<file path="config.mk">
export PLATFORM = sky130hd
export DESIGN_NAME = uar_regs
export DESIGN_NICKNAME = d
export VERILOG_FILES = /design/src/hdl/uar_pkg.sv /design/src/hdl/uar_ufrm.sv /design/src/hdl/uar_addr.sv /design/src/hdl/uar_regs.sv
export SDC_FILE = /design/constraint.sdc
export NUM_CORES = 1
export LEC_CHECK = 0
export ABC_CLOCK_PERIOD_IN_PS = 2050
export BUFFER_PORTS_ARGS = -buffer_cell sky130_fd_sc_hd__buf_2
export CAP_MARGIN = 20
export CORE_MARGIN = 3
export CORE_UTILIZATION = 30
export CTS_BUF_LIST = sky130_fd_sc_hd__clkbuf_16
export DETAILED_ROUTE_END_ITERATION = 10
export HOLD_SLACK_MARGIN = 0.1
export SLEW_MARGIN = 20
export SYNTH_ARGS = -nofsm -noshare
export SYNTH_HDL_FRONTEND = slang
export SYNTH_SLANG_ARGS = --single-unit
</file>
<file path="constraint.sdc">
create_clock -name clk -period 2.05 [get_ports clk]
set_clock_uncertainty 0.1 [all_clocks]
set_input_delay 0.3075 -clock clk [delete_from_list [all_inputs] [get_ports clk]]
set_output_delay 0.3075 -clock clk [all_outputs]
set_load 0.005 [all_outputs]
</file>
<file path="src/hdl/uar_pkg.sv">
// shared constants and types for the usb address and request registers
package uar_pkg;
  localparam int          ADDR_W        = 7;
  localparam int          UFRM_W        = 3;
  localparam logic [7:0]  OFF_BUS_ADDR  = 8'h50;
  localparam logic [7:0]  OFF_REQ_TYPE  = 8'h54;
  localparam logic [7:0]  OFF_UFRM      = 8'h70;
  localparam logic [7:0]  OFF_CTRL      = 8'h74;
  localparam int          CTRL_HOST_BIT = 0;
  localparam int          CTRL_TRIG_BIT = 1;
  localparam logic [15:0] REQ_RST       = 16'h0000;
  localparam logic [1:0]  RESP_OKAY     = 2'b00;
  localparam logic [1:0]  RESP_SLVERR   = 2'b10;

  // events and levels from the usb link logic
  typedef struct packed {
    logic              firstPortHs;
    logic              secondPortHs;
    logic [UFRM_W-1:0] microframe;
    logic              setAddrDone;
    logic [ADDR_W-1:0] setAddrValue;
    logic              busReset;
    logic              setupValid;
    logic [15:0]       setupReq;
    logic              txDone;
  } uar_link_t;

  // state handed to the usb link logic
  typedef struct packed {
    logic              hostMode;
    logic              setupTransmitTrigger;
    logic [ADDR_W-1:0] assignedBusAddress;
    logic [15:0]       setupRequestType;
  } uar_ctl_t;
endpackage

</file>
<file path="src/hdl/uar_ufrm.sv">
// microframe count field, forced to zero without a high-speed port
`timescale 1ns/1ps
module uar_ufrm
  import uar_pkg::*;
#(
  parameter int W = UFRM_W
) (
  // clock and reset
  input  wire logic         clk,
  input  wire logic         arst_n,
  // link side
  input  wire logic         firstPortHs,
  input  wire logic         secondPortHs,
  input  wire logic [W-1:0] microframe,
  // register view
  output logic      [W-1:0] microframeCountField_r
);
  always_ff @(posedge clk or negedge arst_n) begin
    if (!arst_n) begin
      microframeCountField_r <= '0;
    end else if (firstPortHs || secondPortHs) begin
      microframeCountField_r <= microframe;
    end else begin
      microframeCountField_r <= '0;
    end
  end
endmodule

</file>
<file path="src/hdl/uar_addr.sv">
// assigned bus address held for peripheral mode
`timescale 1ns/1ps
module uar_addr
  import uar_pkg::*;
#(
  parameter int W = ADDR_W
) (
  // clock and reset
  input  wire logic         clk,
  input  wire logic         arst_n,
  // mode and link events
  input  wire logic         hostMode,
  input  wire logic         setAddrDone,
  input  wire logic [W-1:0] setAddrValue,
  input  wire logic         busReset,
  // register view
  output logic      [W-1:0] assignedBusAddress_r
);
  // bus reset outranks a set-address completion in the same cycle
  always_ff @(posedge clk or negedge arst_n) begin
    if (!arst_n) begin
      assignedBusAddress_r <= '0;
    end else if (!hostMode) begin
      if (busReset) begin
        assignedBusAddress_r <= '0;
      end else if (setAddrDone) begin
        assignedBusAddress_r <= setAddrValue;
      end
    end
  end
endmodule

</file>
<file path="src/hdl/uar_regs.sv">
// usb address and setup request registers behind an axi4-lite slave
`timescale 1ns/1ps
module uar_regs
  import uar_pkg::*;
(
  // clock and reset
  input  wire logic        clk,
  input  wire logic        arst_n,
  // axi4-lite write address
  input  wire logic        s_axi_awvalid,
  output logic             s_axi_awready,
  input  wire logic [7:0]  s_axi_awaddr,
  // axi4-lite write data
  input  wire logic        s_axi_wvalid,
  output logic             s_axi_wready,
  input  wire logic [31:0] s_axi_wdata,
  input  wire logic [3:0]  s_axi_wstrb,
  // axi4-lite write response
  output logic             s_axi_bvalid,
  input  wire logic        s_axi_bready,
  output logic [1:0]       s_axi_bresp,
  // axi4-lite read address
  input  wire logic        s_axi_arvalid,
  output logic             s_axi_arready,
  input  wire logic [7:0]  s_axi_araddr,
  // axi4-lite read data
  output logic             s_axi_rvalid,
  input  wire logic        s_axi_rready,
  output logic [31:0]      s_axi_rdata,
  output logic [1:0]       s_axi_rresp,
  // usb link logic
  input  wire uar_link_t   linkIn,
  output uar_ctl_t         ctlOut
);
  logic              awReady_r;
  logic              wReady_r;
  logic              bValid_r;
  logic [1:0]        bResp_r;
  logic              arReady_r;
  logic              rValid_r;
  logic [31:0]       rData_r;
  logic [1:0]        rResp_r;
  logic [7:0]        awAddr_r;
  logic [31:0]       wData_r;
  logic [3:0]        wStrb_r;
  logic              hostMode_r;
  logic              trigger_r;
  logic [15:0]       request_r;
  logic [ADDR_W-1:0] busAddr;
  logic [UFRM_W-1:0] ufrmField;
  logic              doWrite;

  // true when the byte address names a register of this block
  function automatic logic isMapped(input logic [7:0] a);
    if (a == OFF_BUS_ADDR) begin
      return 1'b1;
    end else if (a == OFF_REQ_TYPE) begin
      return 1'b1;
    end else if (a == OFF_UFRM) begin
      return 1'b1;
    end else if (a == OFF_CTRL) begin
      return 1'b1;
    end else begin
      return 1'b0;
    end
  endfunction

  // merge the low two byte lanes of a write into a 16-bit field
  function automatic logic [15:0] laneMerge(input logic [15:0] old, input logic [31:0] d,
                                            input logic [3:0] s);
    logic [15:0] v;
    v = old;
    if (s[0]) begin
      v[7:0] = d[7:0];
    end
    if (s[1]) begin
      v[15:8] = d[15:8];
    end
    return v;
  endfunction

  uar_ufrm #(
    .W (UFRM_W)
  ) uFrm (
    .clk                    (clk),
    .arst_n                 (arst_n),
    .firstPortHs            (linkIn.firstPortHs),
    .secondPortHs           (linkIn.secondPortHs),
    .microframe             (linkIn.microframe),
    .microframeCountField_r (ufrmField)
  );

  uar_addr #(
    .W (ADDR_W)
  ) uAddr (
    .clk                  (clk),
    .arst_n               (arst_n),
    .hostMode             (hostMode_r),
    .setAddrDone          (linkIn.setAddrDone),
    .setAddrValue         (linkIn.setAddrValue),
    .busReset             (linkIn.busReset),
    .assignedBusAddress_r (busAddr)
  );

  // write path: address and data are taken in either order, then one response
  assign doWrite = !awReady_r && !wReady_r && !bValid_r;

  always_ff @(posedge clk or negedge arst_n) begin
    if (!arst_n) begin
      awReady_r <= 1'b1;
      awAddr_r  <= '0;
    end else if (s_axi_awvalid && awReady_r) begin
      awReady_r <= 1'b0;
      awAddr_r  <= s_axi_awaddr;
    end else if (bValid_r && s_axi_bready) begin
      awReady_r <= 1'b1;
    end
  end

  always_ff @(posedge clk or negedge arst_n) begin
    if (!arst_n) begin
      wReady_r <= 1'b1;
      wData_r  <= '0;
      wStrb_r  <= '0;
    end else if (s_axi_wvalid && wReady_r) begin
      wReady_r <= 1'b0;
      wData_r  <= s_axi_wdata;
      wStrb_r  <= s_axi_wstrb;
    end else if (bValid_r && s_axi_bready) begin
      wReady_r <= 1'b1;
    end
  end

  always_ff @(posedge clk or negedge arst_n) begin
    if (!arst_n) begin
      bValid_r <= 1'b0;
      bResp_r  <= RESP_OKAY;
    end else if (doWrite) begin
      bValid_r <= 1'b1;
      bResp_r  <= isMapped(awAddr_r) ? RESP_OKAY : RESP_SLVERR;
    end else if (s_axi_bready) begin
      bValid_r <= 1'b0;
    end
  end

  // mode and transmit trigger; a software set beats a same-cycle clear
  always_ff @(posedge clk or negedge arst_n) begin
    if (!arst_n) begin
      hostMode_r <= 1'b0;
      trigger_r  <= 1'b0;
    end else begin
      if (doWrite && awAddr_r == OFF_CTRL && wStrb_r[0]) begin
        hostMode_r <= wData_r[CTRL_HOST_BIT];
      end
      if (doWrite && awAddr_r == OFF_CTRL && wStrb_r[0] && wData_r[CTRL_TRIG_BIT] && hostMode_r) begin
        trigger_r <= 1'b1;
      end else if (linkIn.txDone || !hostMode_r) begin
        trigger_r <= 1'b0;
      end
    end
  end

  // setup request: captured in peripheral mode, written by software in host mode
  always_ff @(posedge clk or negedge arst_n) begin
    if (!arst_n) begin
      request_r <= REQ_RST;
    end else if (!hostMode_r) begin
      if (linkIn.setupValid) begin
        request_r <= linkIn.setupReq;
      end
    end else if (doWrite && awAddr_r == OFF_REQ_TYPE) begin
      request_r <= laneMerge(request_r, wData_r, wStrb_r);
    end
  end

  // read path: one read at a time, data one cycle after the address
  always_ff @(posedge clk or negedge arst_n) begin
    if (!arst_n) begin
      arReady_r <= 1'b1;
      rValid_r  <= 1'b0;
      rData_r   <= '0;
      rResp_r   <= RESP_OKAY;
    end else if (s_axi_arvalid && arReady_r) begin
      arReady_r <= 1'b0;
      rValid_r  <= 1'b1;
      rResp_r   <= isMapped(s_axi_araddr) ? RESP_OKAY : RESP_SLVERR;
      if (s_axi_araddr == OFF_BUS_ADDR) begin
        rData_r <= {{(32 - ADDR_W){1'b0}}, busAddr};
      end else if (s_axi_araddr == OFF_REQ_TYPE) begin
        rData_r <= {16'h0000, request_r};
      end else if (s_axi_araddr == OFF_UFRM) begin
        rData_r <= {{(32 - UFRM_W){1'b0}}, ufrmField};
      end else if (s_axi_araddr == OFF_CTRL) begin
        rData_r <= {30'h0, trigger_r, hostMode_r};
      end else begin
        rData_r <= '0;
      end
    end else if (rValid_r && s_axi_rready) begin
      arReady_r <= 1'b1;
      rValid_r  <= 1'b0;
    end
  end

  // link-facing state, all straight from flip-flops
  always_ff @(posedge clk or negedge arst_n) begin
    if (!arst_n) begin
      ctlOut <= '0;
    end else begin
      ctlOut.hostMode             <= hostMode_r;
      ctlOut.setupTransmitTrigger <= trigger_r;
      ctlOut.assignedBusAddress   <= busAddr;
      ctlOut.setupRequestType     <= request_r;
    end
  end

  assign s_axi_awready = awReady_r;
  assign s_axi_wready  = wReady_r;
  assign s_axi_bvalid  = bValid_r;
  assign s_axi_bresp   = bResp_r;
  assign s_axi_arready = arReady_r;
  assign s_axi_rvalid  = rValid_r;
  assign s_axi_rdata   = rData_r;
  assign s_axi_rresp   = rResp_r;
endmodule

</file>
==> impl_metrics.tcl <==
set metrics [dict create \
    outcome "finished clean" \
    slew_headroom 0.5178 \
    crit_arrival_ns 2.04 \
    seq_area_um2 2556 \
    multiInputGateArea_um2 1599 \
    slowest_delay_ns 0.41 \
    rsz0062_at_grt "no" \
    grt.total_usage 0.1371 \
    endpoint_kind "register" \
    grt_pass1_vias 3313 \
    fin_crit_sh 0.9331 \
    setup_viol 0 \
    drv_slew 0 \
    max_freq_ghz 0.5228 \
    grt_max_degree 50 \
    synth_compound_area_frac 0.09852 \
    vias 3261 \
    hpwlAfterDp_um 7639 \
    ys_ff_latch 102 \
    powerDensity_nw_per_um2 983.3 \
    worst_pin_slew_ns 0.7201 \
    postCtsResizedCells 0 \
    dr.first_iter.drc_count 156 \
    vias_per_cell 4.535 \
    path_cells "nor4b_4 -> nand4_2 -> mux2i_1 -> a221o_1" \
    overflow 0 \
    root_buffer "clkbuf_16" \
    crit_buf_inv 0 \
    required_ns 2.18 \
    path_delay_family "simple AND/OR/NAND/NOR gates" \
    ant_nets 0 \
    maxCapViolations 0 \
    yosys.area_share.simple 0.1389 \
    synth_top_family_by_area "simple AND/OR/NAND/NOR gates" \
    synthAdderAreaFrac 0 \
    die_w_um 125.8 \
    die-area_um2 15820 \
    tns_ns 0 \
    async_reset_ff_frac 1.000 \
    ctsLongestPathBuffers 2 \
    critPathMaxFanout 8 \
    tritoncts "yes" \
    synthCells 359 \
    core_um2 13930 \
    gp_congestion 0.7731 \
    synth_area_um2 4305 \
    leakage_nw 2.850 \
    crit_slowest_cell "dfrtp_1" \
    grt_pass1_wl_um 16970 \
    fillers 1327 \
    path_class "register to register" \
    drtPass1Iterations 5 \
    synth_edf_count 0 \
    numCtsBuffers 9 \
    synthXorXnorAreaFrac 0 \
    setup_ws_ns 0.1371 \
    avgSynthCellArea_um2 11.99 \
    start_util 0.3090 \
    drive_gt1_frac 0.3544 \
    synthMuxAreaShare 0.1171 \
    ir_drop_mv 0.4338 \
    cts_sinks 102 \
    fp-row-count 43 \
    fin_crit_ns 1.913 \
    htree_levels 3 \
    hold_violations 0 \
    path_clk_slew_ns 0.07 \
    wl_um 10600 \
    hold_path.class "primary input to register" \
    clkLatencyLatePin_ns 0.35 \
    yosysSeqAreaShare 0.5937 \
    antenna_found_initial 0 \
    io_buffers 120 \
    final_nets 625 \
    synthFlopType "dfrtp_1" \
    finalPower_mw 5.796 \
    wl_per_cell_um 14.74 \
    post-route-drc-count 0 \
    antenna_cells 0 \
    critPathLaunchType "register" \
    yosysUniqueCellTypes 40 \
    area_growth_pct 36.91 \
    die_y_um 125.8 \
    yosys_warnings 0 \
    dp_worst_setup_slack_ns 0.1490 \
    io_pins 157 \
]
## layer usage
layer | global-route usage | part of all wire | routed length, um | up-vias
met4 | 0.04479 | 0.018 | 189 | 0
li1 | - | - | - | 1571
met3 | 0.04580 | 0.059 | 624 | 18
met1 | 0.1736 | 0.45 | 4731 | 1569
met2 | 0.2225 | 0.48 | 5053 | 103
met5 | 0 | 0 | 0 | -
## cell type report
type                    instances  share of cell area
clock buffers                   9             0.03821
clock inverters                 7             0.01104
inverters                       4            0.002547
multi-input cells             237              0.2713
flip-flops and latches        102              0.4337
well taps                     180             0.03821
repair buffers                180              0.2051
## path summary, 6_finish.rpt
| kind | start | endpoint | slack, ns | cells past startpoint |
|---|---|---|---|---|
| hold reg to reg | trigger_r | ctlOut[23] | 0.32 | 0 |
| min in group asynchronous | arst_n | s_axi_rdata[1] | 0.26 | 2 |
| max in group asynchronous | arst_n | s_axi_arready | 1.03 | 3 |
| setup / recovery | awAddr_r[1] | request_r[8] | 0.14 | 4 |
| setup reg to reg | awAddr_r[1] | request_r[8] | 0.14 | 4 |
| hold / removal | linkIn[27] | uFrm.microframeCountField_r[0] | 0.12 | 2 |
## stage by stage
step           cells    util  hold slack, ns  area (um2)
2_1_floorplan    376       -        -0.08809        4369
3_3_place_gp     651  0.3645         0.08137        5079
3_5_place_dp     651  0.3646         0.08358        5081
4_1_cts          719  0.4228          0.1047        5892
5_1_grt          719  0.4230          0.1057        5894
6_report         719  0.4230          0.1174        5894
## flip-flops by register name (all words and copies together) (netlist names)
signal / flops
awAddr_r: 8
ctlOut: 25
hostMode_r: 1
request_r: 16
s_axi_arready: 1
s_axi_awready: 1
s_axi_bresp: 1
s_axi_bvalid: 1
s_axi_rdata: 16
s_axi_rresp: 1
s_axi_rvalid: 1
s_axi_wready: 1
trigger_r: 1
uAddr.assignedBusAddress_r: 7
uFrm.microframeCountField_r: 3
wData_r: 16
wStrb_r: 2
## Yosys cell counts (3+ instances only)
master | number | area share
mux2_2 | 27 | 0.071
dfrtp_1 | 99 | 0.58
a21oi_1 | 11 | 0.013
o21ai_0 | 10 | 0.012
clkbuf_1 | 8 | 0.0070
dfstp_2 | 3 | 0.018
mux2i_1 | 20 | 0.046
a221oi_1 | 5 | 0.010
nor2b_1 | 13 | 0.019
nand2_1 | 65 | 0.057
inv_1 | 4 | 0.0035
nor2_1 | 16 | 0.014
buf_2 | 4 | 0.0046
a221o_1 | 16 | 0.037
buf_4 | 18 | 0.031
o21ai_2 | 9 | 0.018
## cells in the final DEF, fill, tap and decap left out, types with 2 or more instances in the layout
master         Yosys  routed
o21ai_0           10      10
buf_12             0       2
nor2b_1           13      12
clkbuf_16          0       9
inv_1              4       5
and2_1             2       2
a31oi_1            2       2
buf_2              4     119
nand3_1            2       2
a221o_1           16      16
buf_4             18       7
nor2_1            16      15
dfstp_2            3       3
o21ai_2            9       9
a221oi_1           5       5
mux2i_1           20      20
mux2_2            27      27
dfrtp_1           99      99
nand2_1           65      65
nand3b_1           2       2
a21oi_1           11      11
nand4_2            2       2
conb_1             1      18
and3b_1            2       2
clkinv_2           0       3
dlygate4sd3_1      0      52
## cell families after synthesis
group / count (synthesis)
other: 1
AOI/OAI and AO/OA: 56
buffers and inverters: 37
and+or+nand+nor: 116
muxes: 47
DFF: 102
## power breakdown
| group | switching [mW] | leakage, nW | internal, mW | total, mW |
|---|---|---|---|---|
| sequential | 0.371 | 1.26 | 2.54 | 2.91 |
| clock | 0.744 | 0.147 | 0.940 | 1.68 |
| combinational | 0.506 | 1.44 | 0.699 | 1.21 |
## timing repair
| item | 4_1_cts | 5_1_grt |
|---|---|---|
| hold buffers | 52 | 0 |
| buffers inserted | 0 | 0 |
| hold endpoints to repair | 147 | 0 |
Power figures use the tool's default switching activity.
